==> config.mk <==
export PLATFORM = sky130hd
export DESIGN_NAME = t2rc_timer
export DESIGN_NICKNAME = d
export VERILOG_FILES = /design/src/hw/t2rc_pkg.sv /design/src/hw/t2rc_timer.sv
export SDC_FILE = /design/constraint.sdc
export NUM_CORES = 1
export LEC_CHECK = 0
export BUFFER_PORTS_ARGS = -buffer_cell sky130_fd_sc_hd__buf_4
export CAP_MARGIN = 0
export CORE_MARGIN = 1.5
export CORE_UTILIZATION = 30
export DETAILED_ROUTE_END_ITERATION = 7
export GPL_ROUTABILITY_DRIVEN = 0
export PLACE_DENSITY = 0.46
export SLEW_MARGIN = 0
export SYNTH_ARGS = -nofsm -noshare
export SYNTH_HDL_FRONTEND = slang
export SYNTH_SLANG_ARGS = --single-unit
==> constraint.sdc <==
create_clock -name core_clk -period 5 [get_ports core_clk]
set_input_delay 1.5 -clock core_clk [delete_from_list [all_inputs] [get_ports core_clk]]
set_output_delay 1.5 -clock core_clk [all_outputs]
set_load 0.01 [all_outputs]
==> src/hw/t2rc_pkg.sv <==
// Package for the reload/capture timer: mode codes, control bundle,
// reset values and prescaler constants.
// Assumes a single core clock; every user of these names writes t2rc_pkg::name.
package t2rc_pkg;

   // One-hot operating modes
   typedef enum logic [3:0] {
      MODE_RELOAD16 = 4'b0001,
      MODE_RELOAD8 = 4'b0010,
      MODE_CAPTURE16 = 4'b0100,
      MODE_CAPTURE8 = 4'b1000
   } t2rc_mode_t;

   // Control and clock-select bits, held by software outside this block
   typedef struct packed {
      logic splitModeSelect;
      logic captureEnableBit;
      logic captureSourceSelect;      // 0: USB start-of-frame, 1: slow oscillator fall
      logic runControlBit;
      logic lowByteIrqEnable;
      logic externalClockSelect;
      logic highByteSysclkSelect;
      logic lowByteSysclkSelect;
      logic irqEnable;
   } t2rc_ctrl_t;

   // Software write strobes with shared data
   typedef struct packed {
      logic countLowWe;
      logic countHighWe;
      logic reloadLowWe;
      logic reloadHighWe;
      logic flagWe;                   // Flags take wrData[1:0] = {high, low}
      logic [7:0] wrData;
   } t2rc_wr_t;

   localparam logic [7:0] COUNT_RESET = 8'h00;
   localparam logic [7:0] RELOAD_RESET = 8'h00;
   localparam logic [7:0] BYTE_ALL_ONES = 8'hFF;
   localparam logic [7:0] BYTE_ZERO = 8'h00;
   localparam int DIV12_RATIO = 12;
   localparam logic [3:0] DIV12_LAST = 4'(DIV12_RATIO - 1);
   localparam logic [3:0] DIV12_RESET = 4'h0;
   localparam int FLAG_HIGH_POS = 1;
   localparam int FLAG_LOW_POS = 0;

endpackage

==> src/hw/t2rc_timer.sv <==
// Reload/capture timer: one 16-bit or two 8-bit auto-reload counters,
// with capture of the count into the reload bytes on a chosen event.
// Assumes control bits, write strobes and the USB frame pulse are synchronous
// to core_clk; the divided external clock and slow oscillator are treated as asynchronous.
`timescale 1ns/1ps
`default_nettype none

module t2rc_timer (
   input wire logic core_clk,
   input wire logic rst_b,
   input wire t2rc_pkg::t2rc_ctrl_t ctrl,
   input wire t2rc_pkg::t2rc_wr_t wr,
   input wire logic extClkDiv8,
   input wire logic usbSofPulse,
   input wire logic lowFreqOscClk,
   output logic [7:0] countLowByte,
   output logic [7:0] countHighByte,
   output logic [7:0] reloadLowByte,
   output logic [7:0] reloadHighByte,
   output logic highOverflowFlag,
   output logic lowOverflowFlag,
   output logic irqReq
);

   function automatic t2rc_pkg::t2rc_mode_t decodeMode(input t2rc_pkg::t2rc_ctrl_t c);
      if (c.captureEnableBit && c.splitModeSelect) begin
         decodeMode = t2rc_pkg::MODE_CAPTURE8;
      end else if (c.captureEnableBit) begin
         decodeMode = t2rc_pkg::MODE_CAPTURE16;
      end else if (c.splitModeSelect) begin
         decodeMode = t2rc_pkg::MODE_RELOAD8;
      end else begin
         decodeMode = t2rc_pkg::MODE_RELOAD16;
      end
   endfunction

   function automatic logic pickTick(input logic sysSel, input logic extSel,
                                     input logic div12Tick, input logic extTick);
      if (sysSel) begin
         pickTick = 1'b1;
      end else if (extSel) begin
         pickTick = extTick;
      end else begin
         pickTick = div12Tick;
      end
   endfunction

   t2rc_pkg::t2rc_mode_t mode;
   logic [3:0] div12Cnt_r;
   logic div12Tick;
   logic extSync1_r;
   logic extSync2_r;
   logic extPrev_r;
   logic extTick;
   logic slowSync1_r;
   logic slowSync2_r;
   logic slowPrev_r;
   logic captureEvent;
   logic lowTick;
   logic highTick;
   logic split;
   logic capture;
   logic advLow;
   logic advHigh;
   logic lowWrap;
   logic highWrap;
   logic [7:0] countLow_nxt;
   logic [7:0] countHigh_nxt;

   assign mode = decodeMode(ctrl);
   assign split = (mode == t2rc_pkg::MODE_RELOAD8) || (mode == t2rc_pkg::MODE_CAPTURE8);
   assign capture = (mode == t2rc_pkg::MODE_CAPTURE16) || (mode == t2rc_pkg::MODE_CAPTURE8);

   always_ff @(posedge core_clk) begin
      if (!rst_b) begin
         div12Cnt_r <= t2rc_pkg::DIV12_RESET;
      end else if (div12Cnt_r == t2rc_pkg::DIV12_LAST) begin
         div12Cnt_r <= t2rc_pkg::DIV12_RESET;
      end else begin
         div12Cnt_r <= div12Cnt_r + 4'h1;
      end
   end
   assign div12Tick = (div12Cnt_r == t2rc_pkg::DIV12_LAST);

   // two-stage synchroniser on the external clock, edge taken after stage two
   always_ff @(posedge core_clk) begin
      if (!rst_b) begin
         extSync1_r <= 1'b0;
         extSync2_r <= 1'b0;
         extPrev_r <= 1'b0;
      end else begin
         extSync1_r <= extClkDiv8;
         extSync2_r <= extSync1_r;
         extPrev_r <= extSync2_r;
      end
   end
   assign extTick = extSync2_r && !extPrev_r;

   // Slow oscillator is asynchronous too, so it gets the same treatment
   always_ff @(posedge core_clk) begin
      if (!rst_b) begin
         slowSync1_r <= 1'b0;
         slowSync2_r <= 1'b0;
         slowPrev_r <= 1'b0;
      end else begin
         slowSync1_r <= lowFreqOscClk;
         slowSync2_r <= slowSync1_r;
         slowPrev_r <= slowSync2_r;
      end
   end

   assign captureEvent = capture &&
      (ctrl.captureSourceSelect ? (slowPrev_r && !slowSync2_r) : usbSofPulse);

   // byte ticks; whole-count mode uses the low-byte select
   assign lowTick = pickTick(ctrl.lowByteSysclkSelect, ctrl.externalClockSelect,
                             div12Tick, extTick);
   assign highTick = pickTick(ctrl.highByteSysclkSelect, ctrl.externalClockSelect,
                              div12Tick, extTick);

   // split gates only the high byte with run
   // whole-count modes stop when run is clear
   assign advLow = split ? lowTick : (ctrl.runControlBit && lowTick);
   assign advHigh = split ? (ctrl.runControlBit && highTick)
                          : (advLow && (countLowByte == t2rc_pkg::BYTE_ALL_ONES));
   assign lowWrap = advLow && (countLowByte == t2rc_pkg::BYTE_ALL_ONES);
   assign highWrap = advHigh && (countHighByte == t2rc_pkg::BYTE_ALL_ONES);

   // Next count values
   always_comb begin
      countLow_nxt = countLowByte;
      countHigh_nxt = countHighByte;
      if (split) begin
         // capture split bytes wrap to zero
         if (advLow) begin
            countLow_nxt = lowWrap ? (capture ? t2rc_pkg::BYTE_ZERO : reloadLowByte)
                                   : countLowByte + 8'h01;
         end
         if (advHigh) begin
            countHigh_nxt = highWrap ? (capture ? t2rc_pkg::BYTE_ZERO : reloadHighByte)
                                     : countHighByte + 8'h01;
         end
      end else if (highWrap) begin
         countLow_nxt = capture ? t2rc_pkg::BYTE_ZERO : reloadLowByte;
         countHigh_nxt = capture ? t2rc_pkg::BYTE_ZERO : reloadHighByte;
      end else begin
         // carry from low byte into high byte
         if (advLow) begin
            countLow_nxt = countLowByte + 8'h01;
         end
         if (advHigh) begin
            countHigh_nxt = countHighByte + 8'h01;
         end
      end
   end

   // Count bytes; a software write beats counting in the same cycle
   always_ff @(posedge core_clk) begin
      if (!rst_b) begin
         countLowByte <= t2rc_pkg::COUNT_RESET;
         countHighByte <= t2rc_pkg::COUNT_RESET;
      end else begin
         countLowByte <= wr.countLowWe ? wr.wrData : countLow_nxt;
         countHighByte <= wr.countHighWe ? wr.wrData : countHigh_nxt;
      end
   end

   // capture copies the count before this edge's update
   // both bytes copied in split capture
   // software may rewrite reload in any cycle without a capture event
   always_ff @(posedge core_clk) begin
      if (!rst_b) begin
         reloadLowByte <= t2rc_pkg::RELOAD_RESET;
         reloadHighByte <= t2rc_pkg::RELOAD_RESET;
      end else if (captureEvent) begin
         // Hardware capture wins so a timing sample is never lost
         reloadLowByte <= countLowByte;
         reloadHighByte <= countHighByte;
      end else begin
         if (wr.reloadLowWe) begin
            reloadLowByte <= wr.wrData;
         end
         if (wr.reloadHighWe) begin
            reloadHighByte <= wr.wrData;
         end
      end
   end

   // each byte wrap sets its flag
   // set wins over a software clear
   always_ff @(posedge core_clk) begin
      if (!rst_b) begin
         highOverflowFlag <= 1'b0;
         lowOverflowFlag <= 1'b0;
      end else begin
         if (highWrap || captureEvent) begin
            highOverflowFlag <= 1'b1;
         end else if (wr.flagWe) begin
            highOverflowFlag <= wr.wrData[t2rc_pkg::FLAG_HIGH_POS];
         end
         if (lowWrap) begin
            lowOverflowFlag <= 1'b1;
         end else if (wr.flagWe) begin
            lowOverflowFlag <= wr.wrData[t2rc_pkg::FLAG_LOW_POS];
         end
      end
   end

   // low-byte source needs its own enable
   // split uses the same request rule
   // level holds until software clears the flags
   assign irqReq = ctrl.irqEnable &&
      (highOverflowFlag || (ctrl.lowByteIrqEnable && lowOverflowFlag));

endmodule

`default_nettype wire

==> impl_metrics.py <==
metrics = {
    "job": {
        "maxCapViolations": 0,
    },
    "final_layout": {
        "drive_above_1_share": 0.228,
        "final_net_count": 367,
        "layout-area-overhead-vs-synth_pct": 23.8,
        "fillerInstances": 852,
        "n_antenna_cell": 0,
        "final_area_um2": 3070,
    },
    "pwr": {
        "total_leakage_power_nw": 1.28,
        "power.density_cell_area_nw_per_um2": 262,
        "vdd_ir_drop_max_mv": 0.0932,
    },
    "critical_path": {
        "cp_data_required_time_ps": 3500,
        "r2r_start": "countHighByte[0]$_SDFFE_PN0P_",
        "cp.depth": 4,
        "cp-end-kind": "output pin",
        "cp_max_fo": 1,
        "worstSetupStartpointType": "primary input",
        "arrival_ps": 1920,
        "crit-reg2reg-capture": "countLowByte[0]$_SDFFE_PN0P_",
        "timing.critical_path.cells": "buf_4 > a21oi_1 > nor2b_1 > buf_4",
        "cp_slowest_stage_delay_ps": 140,
        "setup.reg_to_reg.worst_slack_ps": 2450,
        "critical-path-top-cell-by-count": "sky130_fd_sc_hd__buf_4",
        "cp_slowest_cell": "sky130_fd_sc_hd__buf_4",
        "cp.buffers_inverters": 2,
        "worst-r2r-cell-count": 6,
        "path_delay_family": "buffers and inverters",
        "critical_path_class": "in -> out",
    },
    "global_routing": {
        "grt.total_usage": 0.177,
        "grt_overflow": 0,
        "grt_pass1_vias": 2269,
        "grt_first_pass_wirelength_mm": 12.0,
        "pin_count_of_the_biggest_net_entering_global_routing": 34,
        "grt_antenna_before_repair": 0,
    },
    "cts": {
        "post-cts-setup-buffer-count": 0,
        "postCtsResizedCells": 0,
        "ctsHtreeMaxLevel": 2,
        "clock-root-buffer": "sky130_fd_sc_hd__clkbuf_8",
        "tritoncts.num_buffers": 5,
        "clock_latency_ps": 300,
        "clock_path_buffers": 2,
        "clk_transition_reported_paths_ps": 80,
        "tritoncts": "yes",
        "tritoncts_sinks": 44,
        "cts_hold_repair.buffers": 0,
    },
    "timing": {
        "slew_viol_final": 0,
        "period_share": 0.685,
        "tightestPinTransition_ps": 1140,
        "setup_viol": 0,
        "rsz_0062_raised_after_global_routing": "no",
        "worst_hold_slack_ps": 438,
        "timing_hold_violations_final": 0,
        "slew-limit-headroom": 0.239,
        "finalWorstPathRequiredPeriod_ps": 3420,
        "clock_skew_ps": 4.40,
        "timing.fmax_mhz": 292,
        "setup_total_negative_slack_ps": 0,
    },
    "min_path": {
        "worstHoldPathCells": 1,
        "holdCritStartpoint": "extSync1_r$_SDFF_PN0_",
        "holdCritPathClass": "reg -> reg",
        "whs_endpoint": "extSync2_r$_SDFF_PN0_",
    },
    "detailed_routing": {
        "route.detailed.drc": 0,
        "first_drt_pass_iteration_count": 4,
        "vias_per_cell": 5.37,
        "final_antenna_net_count": 0,
        "route.detailed.wl_per_inst_um": 17.0,
        "routed-via-count": 2361,
        "finalWirelength_mm": 7.47,
        "drt_first_iter_violations": 64,
    },
    "logic_synthesis": {
        "synth-edff-count": 0,
        "synthXorXnorAreaFrac": 0.0177,
        "yosysWarningCount": 0,
        "syn-num-nets": 318,
        "synth_adder_area_share": 0.0151,
        "post_synthesis_compound_gate_area_fraction": 0.218,
        "yosys.area_share.simple": 0.257,
        "ys_dominant_reg_cell": "sky130_fd_sc_hd__dfxtp_1",
        "synth_sequential_area_ratio": 0.355,
        "synth_area_per_cell_um2": 8.61,
        "dominant_combinational_cell_family_by_area_after_synthesis": "simple AND/OR/NAND/NOR gates",
        "synthDistinctLibCells": 52,
        "synth-async-reset-ratio": 0,
        "postSynthRegisterBits": 44,
        "fraction_of_synthesized_area_in_multiplexers": 0.0893,
        "synthesis.instances": 288,
        "mappedNetlistArea_um2": 2480,
    },
    "floorplan": {
        "die_height_um": 93.9,
        "io-pin-count": 62,
        "die_area_um2": 8820,
        "start_util": 0.316,
        "core_region_area_um2": 7850,
        "num_rows": 32,
        "die_width_um": 93.9,
    },
    "place": {
        "dp_hpwl_mm": 5.22,
        "io_buffers": 61,
        "postPlaceCellArea_um2": 2980,
    },
    "run_status": {
        "run_status": "completed",
    },
}
==> routing by layer <==
layer  global-route usage  part of all wire  vias up
met4               0.0473            0.0084        0
li1                     -                 -     1164
met2                0.289              0.46       52
met5                    0                 0        -
met1                0.239              0.49     1140
met3               0.0299             0.033        5
==> worst register-to-register path: cells and delay by family (launching register included) <==
| kind | cells | cell delay (ps) |
|---|---|---|
| compound gates | 2 | 850 |
| simple gates | 2 | 550 |
| mux | 1 | 410 |
| flops | 1 | 380 |
| fa+ha+maj | 1 | 280 |
==> kinds of logic after synthesis <==
logic type                 after synthesis
and+or+nand+nor                        116
muxes                                   22
AOI/OAI and AO/OA                       72
xor gates and xnor gates                 5
adders and majority gates                3
DFF                                     44
buffers and inverters                   26
==> cells in the mapped netlist, types with 2 or more instances <==
| cell type | instances | area share |
|---|---|---|
| sky130_fd_sc_hd__buf_2 | 2 | 0.0040 |
| sky130_fd_sc_hd__a41oi_1 | 3 | 0.011 |
| sky130_fd_sc_hd__a31oi_1 | 7 | 0.018 |
| sky130_fd_sc_hd__o311ai_0 | 5 | 0.018 |
| sky130_fd_sc_hd__and2_1 | 8 | 0.020 |
| sky130_fd_sc_hd__a21oi_1 | 12 | 0.024 |
| sky130_fd_sc_hd__xnor2_1 | 3 | 0.011 |
| sky130_fd_sc_hd__nand4_1 | 3 | 0.0076 |
| sky130_fd_sc_hd__xor2_1 | 2 | 0.0071 |
| sky130_fd_sc_hd__nor3b_1 | 8 | 0.024 |
| sky130_fd_sc_hd__a311oi_1 | 3 | 0.011 |
| sky130_fd_sc_hd__nand3_1 | 12 | 0.024 |
| sky130_fd_sc_hd__nand2b_1 | 7 | 0.018 |
| sky130_fd_sc_hd__and3_1 | 4 | 0.010 |
| sky130_fd_sc_hd__nor2b_1 | 5 | 0.013 |
| sky130_fd_sc_hd__clkbuf_1 | 14 | 0.021 |
| sky130_fd_sc_hd__a211oi_1 | 20 | 0.061 |
| sky130_fd_sc_hd__o21ai_0 | 6 | 0.012 |
| sky130_fd_sc_hd__ha_1 | 3 | 0.015 |
| sky130_fd_sc_hd__mux2i_1 | 21 | 0.085 |
| sky130_fd_sc_hd__and4_1 | 2 | 0.0071 |
| sky130_fd_sc_hd__nand2_1 | 18 | 0.027 |
| sky130_fd_sc_hd__nand3b_1 | 5 | 0.015 |
| sky130_fd_sc_hd__nor3_1 | 6 | 0.012 |
| sky130_fd_sc_hd__nor2_1 | 31 | 0.047 |
| sky130_fd_sc_hd__inv_1 | 6 | 0.0091 |
| sky130_fd_sc_hd__o31ai_1 | 4 | 0.012 |
| sky130_fd_sc_hd__dfxtp_1 | 44 | 0.36 |
==> worst max path at each step <==
stage / startpoint / end
after global routing: ctrl[4] / irqReq
after global placement: ctrl[4] / irqReq
after CTS: ctrl[4] / irqReq
final: ctrl[4] / irqReq
after detailed placement: ctrl[3] / countHighByte[3]$_SDFFE_PN0P_
after floorplan: ctrl[4] / irqReq
==> metrics by stage <==
step / cells / total power, mW / setup slack [ps] / util
finish: 440 / 0.805 / 1580 / 0.391
global route: 440 / 0.850 / 1530 / 0.391
CTS: 440 / 0.819 / 1580 / 0.391
detailed placement: 432 / 0.576 / 1570 / 0.379
global placement: 432 / 0.576 / 1580 / 0.379
floorplan: 288 / 0.497 / 1760 / -
==> cells in the final DEF, fill, tap and decap left out, types with 5 or more instances in the layout <==
cell / Yosys / layout
sky130_fd_sc_hd__a211oi_1: 20 / 20
sky130_fd_sc_hd__a21oi_1: 12 / 12
sky130_fd_sc_hd__a31oi_1: 7 / 7
sky130_fd_sc_hd__and2_1: 8 / 8
sky130_fd_sc_hd__buf_4: 1 / 62
sky130_fd_sc_hd__clkbuf_8: 0 / 6
sky130_fd_sc_hd__dfxtp_1: 44 / 44
sky130_fd_sc_hd__inv_1: 6 / 6
sky130_fd_sc_hd__mux2i_1: 21 / 21
sky130_fd_sc_hd__nand2_1: 18 / 18
sky130_fd_sc_hd__nand2b_1: 7 / 7
sky130_fd_sc_hd__nand3_1: 12 / 12
sky130_fd_sc_hd__nand3b_1: 5 / 5
sky130_fd_sc_hd__nor2_1: 31 / 31
sky130_fd_sc_hd__nor2b_1: 5 / 5
sky130_fd_sc_hd__nor3_1: 6 / 6
sky130_fd_sc_hd__nor3b_1: 8 / 8
sky130_fd_sc_hd__o21ai_0: 6 / 6
sky130_fd_sc_hd__o311ai_0: 5 / 5
==> sequential cells by signal, summed over array words and instances, names as in the netlist <==
| name | cells |
|---|---|
| slowPrev_r | 1 |
| countLowByte | 8 |
| countHighByte | 8 |
| highOverflowFlag | 1 |
| div12Cnt_r | 4 |
| lowOverflowFlag | 1 |
| extSync2_r | 1 |
| extPrev_r | 1 |
| reloadHighByte | 8 |
| slowSync1_r | 1 |
| slowSync2_r | 1 |
| extSync1_r | 1 |
| reloadLowByte | 8 |
==> power breakdown <==
group	internal, mW	switching, mW
sequential	0.376	0.0304
clock	0.111	0.129
combinational	0.0798	0.0799
total	0.566	0.239
==> layout make-up <==
type                    instances  area [um^2]  area share
multi-input cells             218         1480       0.482
flip-flops and latches         44          881       0.287
repair buffers                 62          465       0.152
well taps                     102          128      0.0416
clock buffers                   6         82.6      0.0269
inverters                       6         22.5     0.00734
clock inverters                 2         10.0     0.00326
Power figures use the tool's default switching activity.
